### src/hdl/emo_pkg.sv
// Package: register map, field layout and encodings of the external match block
package emo_pkg;
   // ------------------------------------------------------------
   // Register map
   // ------------------------------------------------------------
   localparam logic [11:0] EXT_MATCH_REG_OFS = 12'h03C;
   localparam logic [11:0] MATCH_VALUE0_OFS  = 12'h018;
   localparam logic [11:0] TIMER_COUNT_OFS   = 12'h008;
   localparam logic [11:0] PWM_CTRL_OFS      = 12'h074;
   localparam logic [11:0] PIN_CONFIG_OFS    = 12'h080;
   // ------------------------------------------------------------
   // Field layout
   // ------------------------------------------------------------
   localparam int          NUM_CH            = 4;
   localparam int          STATE_LSB         = 0;
   localparam int          ACTION_LSB        = 4;
   localparam int          ACTION_W          = 2;
   localparam int          EMR_USED_W        = 12;
   localparam logic [31:0] EMR_RESET         = 32'h0000_0000;
   localparam logic [31:0] MATCH_RESET       = 32'h0000_0000;
   typedef enum logic [1:0]
   {
      EMO_ACT_NONE   = 2'b00,
      EMO_ACT_CLEAR  = 2'b01,
      EMO_ACT_SET    = 2'b10,
      EMO_ACT_TOGGLE = 2'b11
   } emo_action_e;
endpackage

### src/hdl/emo_ext_match.sv
// External match output control with APB register access
//
// Functional notes
// - Match on value 0 updates state bit 0 per action field 5:4.
// - Match on value 1 updates state bit 1 per action field 7:6.
// - Match on value 2 updates state bit 2 per action field 9:8.
// - Match on value 3 updates state bit 3 per action field 11:10.
// - State bits always readable, whether or not pinned out.
// - Pin selected for match function is driven by its state bit, or by PWM when its channel is in PWM mode.
// - Action 00 hold, 01 clear, 10 set, 11 toggle.
// - Reset clears all state bits and action fields.
// - Each match value compared continuously with the timer count.
// - Channel in PWM mode follows PWM rules, not the action field.
module emo_ext_match
#(
   parameter int CNT_W = 32
)
(
   input  wire logic              pclk,
   input  wire logic              presetn,
   input  wire logic              clk_en,
   input  wire logic              psel,
   input  wire logic              penable,
   input  wire logic              pwrite,
   input  wire logic [11:0]       paddr,
   input  wire logic [31:0]       pwdata,
   output logic      [31:0]       prdata,
   output logic                   pready,
   output logic                   pslverr,
   input  wire logic [CNT_W-1:0]  timer_count,
   input  wire logic [3:0]        pwm_out,
   output logic      [3:0]        match_out_pin
);
   // ------------------------------------------------------------
   // Registers
   // ------------------------------------------------------------
   logic [CNT_W-1:0] match_value_ff [emo_pkg::NUM_CH];
   logic [CNT_W-1:0] nxt_match_value [emo_pkg::NUM_CH];
   logic [3:0]       out_state_ff;
   logic [3:0]       nxt_out_state;
   logic [7:0]       match_action_ff;
   logic [7:0]       nxt_match_action;
   logic [3:0]       pwm_en_ff;
   logic [3:0]       nxt_pwm_en;
   logic [3:0]       pin_config_ff;
   logic [3:0]       nxt_pin_config;
   logic [3:0]       eq_prev_ff;
   logic [3:0]       match_eq;
   logic [3:0]       match_evt;
   logic [31:0]      nxt_prdata;
   logic             wr_acc;
   logic             rd_acc;
   logic             addr_ok;

   function automatic logic apply_action(input logic cur, input logic [1:0] act);
      logic r;
      r = cur;
      unique case (act)
         emo_pkg::EMO_ACT_NONE:   r = cur;
         emo_pkg::EMO_ACT_CLEAR:  r = 1'b0;
         emo_pkg::EMO_ACT_SET:    r = 1'b1;
         emo_pkg::EMO_ACT_TOGGLE: r = ~cur;
      endcase
      return r;
   endfunction

   function automatic logic addr_is(input logic [11:0] a, input logic [11:0] ofs);
      return a == ofs;
   endfunction

   // ------------------------------------------------------------
   // Match detect
   // ------------------------------------------------------------
   genvar g;
   generate
      for (g = 0; g < emo_pkg::NUM_CH; g++)
      begin : g_cmp
         assign match_eq[g] = (timer_count == match_value_ff[g]);
         assign match_evt[g] = match_eq[g] & ~eq_prev_ff[g];
      end
   endgenerate

   // ------------------------------------------------------------
   // APB decode
   // ------------------------------------------------------------
   // Read data latched at setup, so no wait state is ever needed
   assign pready = 1'b1;
   assign wr_acc = psel & penable & pwrite & clk_en;
   assign rd_acc = psel & ~penable & ~pwrite;
   // Unmapped addresses answer with an error, no side effect
   assign pslverr = psel & penable & ~addr_ok;

   always_comb
   begin
      addr_ok = addr_is(paddr, emo_pkg::EXT_MATCH_REG_OFS) |
                addr_is(paddr, emo_pkg::PWM_CTRL_OFS) |
                addr_is(paddr, emo_pkg::PIN_CONFIG_OFS) |
                addr_is(paddr, emo_pkg::TIMER_COUNT_OFS);
      for (int i = 0; i < emo_pkg::NUM_CH; i++)
      begin
         if (addr_is(paddr, emo_pkg::MATCH_VALUE0_OFS + 12'(4 * i)))
         begin
            addr_ok = 1'b1;
         end
      end
   end

   // ------------------------------------------------------------
   // Next state
   // ------------------------------------------------------------
   always_comb
   begin
      nxt_out_state    = out_state_ff;
      nxt_match_action = match_action_ff;
      nxt_pwm_en       = pwm_en_ff;
      nxt_pin_config   = pin_config_ff;
      nxt_match_value  = match_value_ff;
      // software write first; a same-cycle match acts on written value
      if (wr_acc && addr_is(paddr, emo_pkg::EXT_MATCH_REG_OFS))
      begin
         nxt_out_state    = pwdata[emo_pkg::STATE_LSB +: 4];
         nxt_match_action = pwdata[emo_pkg::ACTION_LSB +: 8];
      end
      if (wr_acc && addr_is(paddr, emo_pkg::PWM_CTRL_OFS))
      begin
         nxt_pwm_en = pwdata[3:0];
      end
      if (wr_acc && addr_is(paddr, emo_pkg::PIN_CONFIG_OFS))
      begin
         nxt_pin_config = pwdata[3:0];
      end
      for (int i = 0; i < emo_pkg::NUM_CH; i++)
      begin
         if (wr_acc && addr_is(paddr, emo_pkg::MATCH_VALUE0_OFS + 12'(4 * i)))
         begin
            nxt_match_value[i] = pwdata[CNT_W-1:0];
         end
         if (match_evt[i] && !pwm_en_ff[i])
         begin
            nxt_out_state[i] = apply_action(nxt_out_state[i], nxt_match_action[2*i +: 2]);
         end
      end
   end

   always_comb
   begin
      nxt_prdata = prdata;
      if (rd_acc)
      begin
         nxt_prdata = '0;
         // state readable regardless of pin routing
         if (addr_is(paddr, emo_pkg::EXT_MATCH_REG_OFS))
         begin
            nxt_prdata[emo_pkg::EMR_USED_W-1:0] = {match_action_ff, out_state_ff};
         end
         if (addr_is(paddr, emo_pkg::PWM_CTRL_OFS))
         begin
            nxt_prdata[3:0] = pwm_en_ff;
         end
         if (addr_is(paddr, emo_pkg::PIN_CONFIG_OFS))
         begin
            nxt_prdata[3:0] = pin_config_ff;
         end
         if (addr_is(paddr, emo_pkg::TIMER_COUNT_OFS))
         begin
            nxt_prdata[CNT_W-1:0] = timer_count;
         end
         for (int i = 0; i < emo_pkg::NUM_CH; i++)
         begin
            if (addr_is(paddr, emo_pkg::MATCH_VALUE0_OFS + 12'(4 * i)))
            begin
               nxt_prdata[CNT_W-1:0] = match_value_ff[i];
            end
         end
      end
   end

   // ------------------------------------------------------------
   // Registers
   // ------------------------------------------------------------
   // reset values
   always_ff @(posedge pclk or negedge presetn)
   begin
      if (!presetn)
      begin
         out_state_ff    <= 4'h0;
         match_action_ff <= 8'h00;
         pwm_en_ff       <= 4'h0;
         pin_config_ff   <= 4'h0;
         // History starts high: a count already equal at reset is no event
         eq_prev_ff      <= 4'hF;
         prdata          <= 32'h0000_0000;
         for (int i = 0; i < emo_pkg::NUM_CH; i++)
         begin
            match_value_ff[i] <= CNT_W'(emo_pkg::MATCH_RESET);
         end
      end
      else if (clk_en)
      begin
         out_state_ff    <= nxt_out_state;
         match_action_ff <= nxt_match_action;
         pwm_en_ff       <= nxt_pwm_en;
         pin_config_ff   <= nxt_pin_config;
         eq_prev_ff      <= match_eq;
         prdata          <= nxt_prdata;
         match_value_ff  <= nxt_match_value;
      end
   end

   // ------------------------------------------------------------
   // Pin output
   // ------------------------------------------------------------
   always_comb
   begin
      for (int i = 0; i < emo_pkg::NUM_CH; i++)
      begin
         // Unselected pin is driven low, never floated
         // pin from state bit, or from PWM in PWM mode
         match_out_pin[i] = pin_config_ff[i] & (pwm_en_ff[i] ? pwm_out[i] : out_state_ff[i]);
      end
   end

   logic ext_wr;
   assign ext_wr = wr_acc && addr_is(paddr, emo_pkg::EXT_MATCH_REG_OFS);

   generate
      for (g = 0; g < emo_pkg::NUM_CH; g++)
      begin : g_ast

      end
   endgenerate
endmodule

### config.mk
export PLATFORM = sky130hd
export DESIGN_NAME = emo_ext_match
export DESIGN_NICKNAME = d
export VERILOG_FILES = /design/src/hdl/emo_pkg.sv /design/src/hdl/emo_ext_match.sv
export SDC_FILE = /design/constraint.sdc
export NUM_CORES = 1
export LEC_CHECK = 0
export BUFFER_PORTS_ARGS = -buffer_cell sky130_fd_sc_hd__buf_2
export CAP_MARGIN = 20
export CORE_MARGIN = 3
export CORE_UTILIZATION = 40
export DETAILED_ROUTE_END_ITERATION = 10
export SYNTH_ARGS = -nofsm -noshare
export SYNTH_HDL_FRONTEND = slang
export SYNTH_SLANG_ARGS = --single-unit
### constraint.sdc
create_clock -name pclk -period 4 [get_ports pclk]
set_input_delay 0.8 -clock pclk [delete_from_list [all_inputs] [get_ports pclk]]
set_output_delay 0.8 -clock pclk [all_outputs]
set_load 0.01 [all_outputs]
# [Word-level counts from Yosys, hierarchy flattened]
# Index checks and enable logic that the tools add are counted.
# Widths: inputs -> output; s select.
[totals] in_bits=86 reg_bits=184 wordCells=114 output_inout_bits=38
[classes] n_eq_ne=24 n_reduce_logical=26 muxes=26 bitwise=28
[ops] operator="$mux 32" count=5
[ops] operator="$eq 32x32->1" count=4
[ops] operator="$eq 12x6->1 const B" count=3
[ops] operator="$eq 12x5->1 const B" count=2
[ops] operator="$eq 2x2->1 const B" count=8
[ops] operator="$pmux 1 s4" count=4
[ops] operator="$and 1x1->1" count=14
[ops] operator="$reduce_and 2->1" count=7
[ops] operator="$eq 12x4->1 const B" count=1
[ops] operator="$eq 12x7->1 const B" count=1
[ops] operator="$eq 12x8->1 const B" count=1
[ops] operator="$mux 1" count=12
[ops] operator="$mux 12" count=1
[ops] operator="$mux 4" count=3
[ops] operator="$logic_and 1x1->1" count=11
[ops] operator="$not 1->1" count=11
[ops] operator="$eq 2x1->1 const B" count=4
[ops] operator="$logic_not 2->1" count=4
[ops] operator="$mux 8" count=1
[ops] operator="$logic_not 1->1" count=4
[ops] operator="$or 1x1->1" count=3

# [Logic depth before layout (Yosys ltp)]
# Gate-level depths: netlist (run 1).
[logic_depth] ltp_word=10 depth_mapped=9 depth_no_buf=6

# [Worst setup path after synthesis (run 1)]
# No wires, ideal clock.
[synth_path] path_type="input to output" from="input paddr[9]" to="output pslverr" path_slack_ns=0.645 arrival_time_ns=2.555 n_path_buf=3 stages=8 cell_sequence="or4_1 buf_4 or2_4 or3_1 buf_4 buf_1 nand2_1 nor4b_1"
[synth_between] elab_chain_cells=10
[synth_rtl] element="start: declaration" line_no="emo_ext_match.sv:25" source="input wire logic [11:0] paddr,"
[synth_rtl] element="$eq 12x6->1 / $eq 12x7->1 (equally long branches)"
[synth_rtl] element="$or 1x1->1" line_no="emo_ext_match.sv:95" source="addr_ok = addr_is(paddr, emo_pkg::EXT_MATCH_REG_OFS) |"
[synth_rtl] element="$or 1x1->1" line_no="emo_ext_match.sv:96" source="addr_is(paddr, emo_pkg::PWM_CTRL_OFS) |"
[synth_rtl] element="$or 1x1->1" line_no="emo_ext_match.sv:97" source="addr_is(paddr, emo_pkg::PIN_CONFIG_OFS) |"
[synth_rtl] element="$mux 1 (3 in a row)" line_no="emo_ext_match.sv:101" source="if (addr_is(paddr, emo_pkg::MATCH_VALUE0_OFS + 12'(4 * i)))"
[synth_rtl] element="$mux 1 (*)" line_no="emo_ext_match.sv:101"
[synth_rtl] element="$not 1->1 (*)" line_no="emo_ext_match.sv:91" source="assign pslverr = psel & penable & ~addr_ok;"
[synth_rtl] element="$and 1x1->1 (*)" line_no="emo_ext_match.sv:91"
[synth_rtl] element="end: declaration" line_no="emo_ext_match.sv:29" source="output logic pslverr,"
# Mark *: on every way between the ends. The rest lies on a longest branch, timed or not.

# [Worst setup path in the final report (run 1)]
# Ends and elaborated chain as after synthesis.

==> results of run 1 <==
state kept, by name (all words and copies together) (netlist names):
signal,cells
out_state_ff,4
match_action_ff,8
eq_prev_ff,4
pin_config_ff,4
pwm_en_ff,4
match_value_ff,128
prdata,32
power by group through the flow:
stage	combinational [mW]	sequential, mW	clock (mW)
2_1_floorplan	0.178	1.96	0
3_3_place_gp	0.396	1.96	0
3_5_place_dp	0.396	1.96	0
4_1_cts	0.400	1.92	1.75
5_1_grt	0.435	1.93	1.83
6_report	0.400	1.92	1.73
critical path, delay by kind of cell:
kind                   cells  cell delay, ns
buffers and inverters      2            0.26
AND/OR/NAND/NOR            5            1.68
cell families after synthesis:
group | after synthesis | share of synthesized area (%)
and+or+nand+nor | 184 | 10.6
xor gates and xnor gates | 128 | 11.0
muxes | 158 | 17.2
other | 1 | 0.0368
DFF | 184 | 45.3
buffers and inverters | 96 | 4.64
AOI/OAI and AO/OA | 164 | 11.2
worst paths after layout:
| path | start | end | slack [ns] | cells past startpoint |
|---|---|---|---|---|
| max in group asynchronous | presetn | match_value_ff[80] | 2.67 | 2 |
| worst max-delay path | paddr[9] | pslverr | 0.45 | 7 |
| worst min register to register | eq_prev_ff[3] | eq_prev_ff[3] | 0.47 | 2 |
| worst min-delay path | presetn | pwm_en_ff[0] | 0.38 | 1 |
| min in group pclk | eq_prev_ff[3] | eq_prev_ff[3] | 0.47 | 2 |
| worst max register to register | match_value_ff[63] | out_state_ff[2] | 1.53 | 6 |
final cells by class:
cell class / instances / share of cell area, %
clock buffer: 18 / 3.68
clock inverter: 14 / 1.43
inverter: 14 / 0.451
multi-input combinational: 635 / 44.0
sequential: 184 / 39.5
tap: 324 / 3.48
timing repair buffer: 148 / 7.41
per-layer routing:
layer  vias to the layer above  wire [µm]  GRT usage (%)
met5                         -          0              0
met4                         0        863           7.45
met1                      4001      14700           35.3
li1                       3511          -              -
met3                        46       2630           5.79
met2                       348      14800           37.1
per-stage QoR:
stage / hold WS [ns] / std cells / power, mW
CTS: 0.405 / 1337 / 4.07
floorplan: 0.448 / 915 / 2.14
detailed placement: 0.459 / 1305 / 2.36
global route: 0.430 / 1337 / 4.19
global placement: 0.457 / 1305 / 2.36
finish: 0.382 / 1337 / 4.05
synth_stat cells (all sizes together), types with 3 or more instances:
cell type	count
and4	4
buf	29
o22ai	10
and3	20
o21a	3
xnor2	128
nor2b	5
a21oi	32
o21ai	44
dfrtp	180
nand2	21
nor3	7
or3	4
nand3	13
nor2	45
nand4	36
inv	14
o221a	8
or3b	3
o31ai	3
a22oi	4
a221oi	21
o211ai	3
mux2i	19
o221ai	21
nor4	13
dfstp	4
mux2	139
clkbuf	53
a221o	10
==> metrics, run 1 <==
fin crit period 3.55 ns; Skew-Pair Late Insertion Delay 0.45 ns; Die Height 166 µm; Sw Ratio 26.5%; H-tree depth 4; sequential cell area fraction in the yosys report 45.3%; P_sw 1.07 mW; Final #Nets 1086; Via Count 7906; unique cell type count in the Yosys netlist 59; CTS root buffer clkbuf_16; Util after Layout 47.3%; Placer Congestion 0.912; Antenna Cells 0; placed cell area 11100 µm²; CTS max path bufs 2; predominant post-synthesis flop cell dfrtp_1; number of I/O pins 124; Fmax achieved 282 MHz; RSZ-0062 raised after global routing no; Flop pwr share 47.5%; post-CTS sizing 0; CTS tree built; HPWL Detailed 23600 µm; Post-DRT Antenna Nets 0; Slowest cell on crit path or4_1; post-CTS setup buffers 0; Routed WL 33000 µm; initial core utilization 41.3%; flops & latches, synth 184; initial antenna violation count 0; FF+latch area 4610 µm²; die width 166 µm; CTS Hold Buffers Added 0; Synth top area share 44.2%; num rows 57; Pint 2.98 mW; vias per cell 5.91; drt first pass iters 8; CTS Buf Count 17; Rel. slew slack 33.5%; layout cells sized above 1 30.8%; Post-synth EDFFs 0; Core Region 24700 µm²; Total GRT Usage 24.6%; max-slew violations 0; vias in the first global route 7818; Avg Cell Area, Syn 11.1 µm²; leakage power 5.15 nW; clk_skew 0.0131 ns; Clk pin slew, worst setup/hold paths 0.07 ns; Final Instance Area 11700 µm²; drt initial violations 701; combinational cell fraction of total power 9.9%; Total Neg Setup Slack 0 ns; Post-Syn Area 10200 µm²; # setup viols final 0; most common cell after layout, fill and taps aside dfrtp_1; Most common cell on crit path buf_2; IO buf count 122; Setup Crit Path Kind input port to output pin; Fillers 2353; pin count of the biggest net entering global routing 78; most frequent cells in the layout dfrtp_1 (180), xnor2_1 (128), buf_2 (121); clock sinks 184; critical-path cell list buf_2 > or4_1 > or2_4 > or3_1 > nand2_1 > nor4b_1 > buf_2; pre-CTS setup slack 0.459 ns; max cap viols 0; Worst Setup Start Kind input port; Synth area leaders dfrtp_1 (44%), mux2_2 (12%), xnor2_1 (11%), mux2_1 (3.8%), nand4_1 (2.2%); Final Hold Viols 0; Worst VDD drop 0.252 mV; WP data required 3.20 ns; worst path arrival time 2.75 ns; crit path max fanout 9; Yosys top cell by area dfrtp_1; Worst Hold Class input port to async pin; Slew @ Worst Pin 0.988 ns; CP endpoint kind output pin; Synth warnings 0; residual DRC count 0; Area growth, synth to finish 14.5%; run status finished, final reports clean; multi-input logic area 5140 µm²; Wirelength per Cell 24.7 µm; power per cell area 347 nW/µm²; global-route wire length before repair 49500 µm; Synth async-reset ratio 100%; gr ovfl total 0; period utilization 88.7%; CP max stage delay 0.73 ns; Syn Nets 1001; clock share of power 42.6%; final setup margin 0.450 ns; cell count after synthesis 915; DIE AREA 27400 µm²
Note: power is estimated with default switching activity, not from simulation.
==> run 2: changes to the inputs <==
--- a/config.mk
+++ b/config.mk
@@ -7,6 +7,7 @@
 export LEC_CHECK = 0
 export BUFFER_PORTS_ARGS = -buffer_cell sky130_fd_sc_hd__buf_2
 export CAP_MARGIN = 20
+export CORE_ASPECT_RATIO = 1.4
 export CORE_MARGIN = 3
 export CORE_UTILIZATION = 40
 export DETAILED_ROUTE_END_ITERATION = 10
==> run 2 against run 1 <==
  * Combinational power up 1%
  * Global-route usage is essentially flat
  * Largest cell class unchanged
  * Flip-flop and latch count unchanged
  * Setup slack better by 0.0092 ns
  * Power decreased by 0.19%
==> metrics, run 2 (same netlist as run 1, synthesis figures left out) <==
Post-DRT Antenna Nets 0 (unchanged); number of I/O pins 124 (unchanged); Fillers 2380 (+1.1%); Area growth, synth to finish 14.4% (about the same); FF+latch area 4610 µm² (unchanged); Worst Hold Class input port to async pin; WP data required 3.20 ns (about the same); Rel. slew slack 39.7% (+6.2 points); most frequent cells in the layout dfrtp_1 (180), xnor2_1 (128), buf_2 (121); CTS max path bufs 2 (unchanged); Util after Layout 46.9% (-0.35 points); CTS Hold Buffers Added 0 (unchanged); Top reg by flops match_value_ff; gr ovfl total 0 (unchanged); power per cell area 347 nW/µm² (-0.12%); leakage power 5.16 nW (about the same); period utilization 88.5% (-0.23 points); drt first pass iters 5 (-3); clk_skew 0.0112 ns (-0.00193 ns); pin count of the biggest net entering global routing 76 (-2.6%); drt initial violations 782 (+12%); max cap viols 0 (unchanged); CTS root buffer clkbuf_16; CP endpoint kind output pin; final setup margin 0.459 ns (+0.00921 ns); post-CTS setup buffers 0 (unchanged); Via Count 7844 (-0.78%); Regs by FF count match_value_ff x128, prdata x32, match_action_ff x8; crit path max fanout 9 (unchanged); pre-CTS setup slack 0.454 ns (-0.00515 ns); initial antenna violation count 0 (unchanged); clock sinks 184 (unchanged); DIE AREA 27400 µm² (+0.10%); IO buf count 122 (unchanged); Placer Congestion 0.876 (-4.0%); Core Region 24800 µm² (+0.68%); vias per cell 5.90 (-0.19%); layout cells sized above 1 30.9% (+0.068 points); Fmax achieved 282 MHz (+0.26%); residual DRC count 0 (unchanged); Worst VDD drop 0.331 mV (+32%); HPWL Detailed 24200 µm (+2.4%); post-CTS sizing 0 (unchanged); CTS Buf Count 17 (unchanged); num rows 68 (+19%); initial core utilization 41.0% (-0.28 points); Final #Nets 1088 (+0.18%); RSZ-0062 raised after global routing no; Wirelength per Cell 25.2 µm (+2.2%); die width 141 µm (-15%); run status finished, final reports clean; most common cell after layout, fill and taps aside dfrtp_1; Final Hold Viols 0 (unchanged); worst path arrival time 2.74 ns (about the same); multi-input logic area 5140 µm² (unchanged); Skew-Pair Late Insertion Delay 0.44 ns (about the same); max reg flops 128 (unchanged); # setup viols final 0 (unchanged); Antenna Cells 0 (unchanged); Clk pin slew, worst setup/hold paths 0.07 ns (about the same); CTS tree built; global-route wire length before repair 50800 µm (+2.5%); Die Height 195 µm (+18%); max-slew violations 0 (unchanged); Slew @ Worst Pin 0.897 ns (-0.0915 ns); vias in the first global route 7912 (+1.2%); H-tree depth 4 (unchanged); fin crit period 3.54 ns (-0.00921 ns); Worst Setup Start Kind input port; Routed WL 33500 µm (+1.6%); Total Neg Setup Slack 0 ns (unchanged); Setup Crit Path Kind input port to output pin; Total GRT Usage 24.6% (-0.029 points)
run 2: cell count changes in the layout (fill, tap and decap cells not counted):
cell        before  now
buf_4           22   24
buf_6            0    1
clkinv_4         5    2
clkinvlp_4       3    4
inv_6            2    4
inv_8            2    0
run 2: through the flow:
| step | cell area [µm²] | hold WS [ns] | std cells | total power [mW] |
|---|---|---|---|---|
| floorplan | 10200 | 0.448 | 915 | 2.14 |
| global placement | 11100 | 0.456 | 1298 | 2.36 |
| detailed placement | 11100 | 0.461 | 1298 | 2.36 |
| CTS | 11700 | 0.420 | 1329 | 4.07 |
| global route | 11700 | 0.428 | 1329 | 4.17 |
| finish | 11700 | 0.384 | 1329 | 4.04 |
run 2: critical path, cell delays in order:
cell and delay, ns:
buf_2 0.10, or4_1 0.74, or2_4 0.35, or3_1 0.43, nand2_1 0.11, nor4b_1 0.06, buf_2 0.15
run 2: path summary, 6_finish.rpt:
kind	slack, ns	endpoint	startpoint	cells past startpoint
min reg2reg	0.47	eq_prev_ff[2]	eq_prev_ff[2]	2
max reg2reg	1.61	out_state_ff[3]	match_value_ff[8]	6
min in group pclk	0.47	eq_prev_ff[2]	eq_prev_ff[2]	2
min	0.38	match_value_ff[4]	presetn	1
max in group asynchronous	2.68	match_value_ff[40]	presetn	2
max	0.46	pslverr	paddr[9]	7
run 2: layout make-up:
cell class | instances | share of cell area [%]
multi-input combinational | 635 | 44.1
sequential | 184 | 39.5
clock inverter | 12 | 1.22
clock buffer | 19 | 3.80
inverter | 14 | 0.451
tap | 315 | 3.38
timing repair buffer | 150 | 7.52
run 2: routing by layer:
metal	global-route usage [%]	up-vias	part of all wire, %	wire length (µm)
met3	3.81	47	4.7	1590
met1	32.1	4011	41	13900
met2	41.9	276	51	17100
met5	0	-	0	0
li1	-	3510	-	-
met4	7.83	0	2.9	962
run 2: report_power, final:
part           leakage (nW)  internal, mW  switching [mW]
clock                 0.273         0.944           0.770
sequential             2.52          1.90          0.0280
combinational          2.36         0.144           0.260
total                  5.16          2.98            1.06
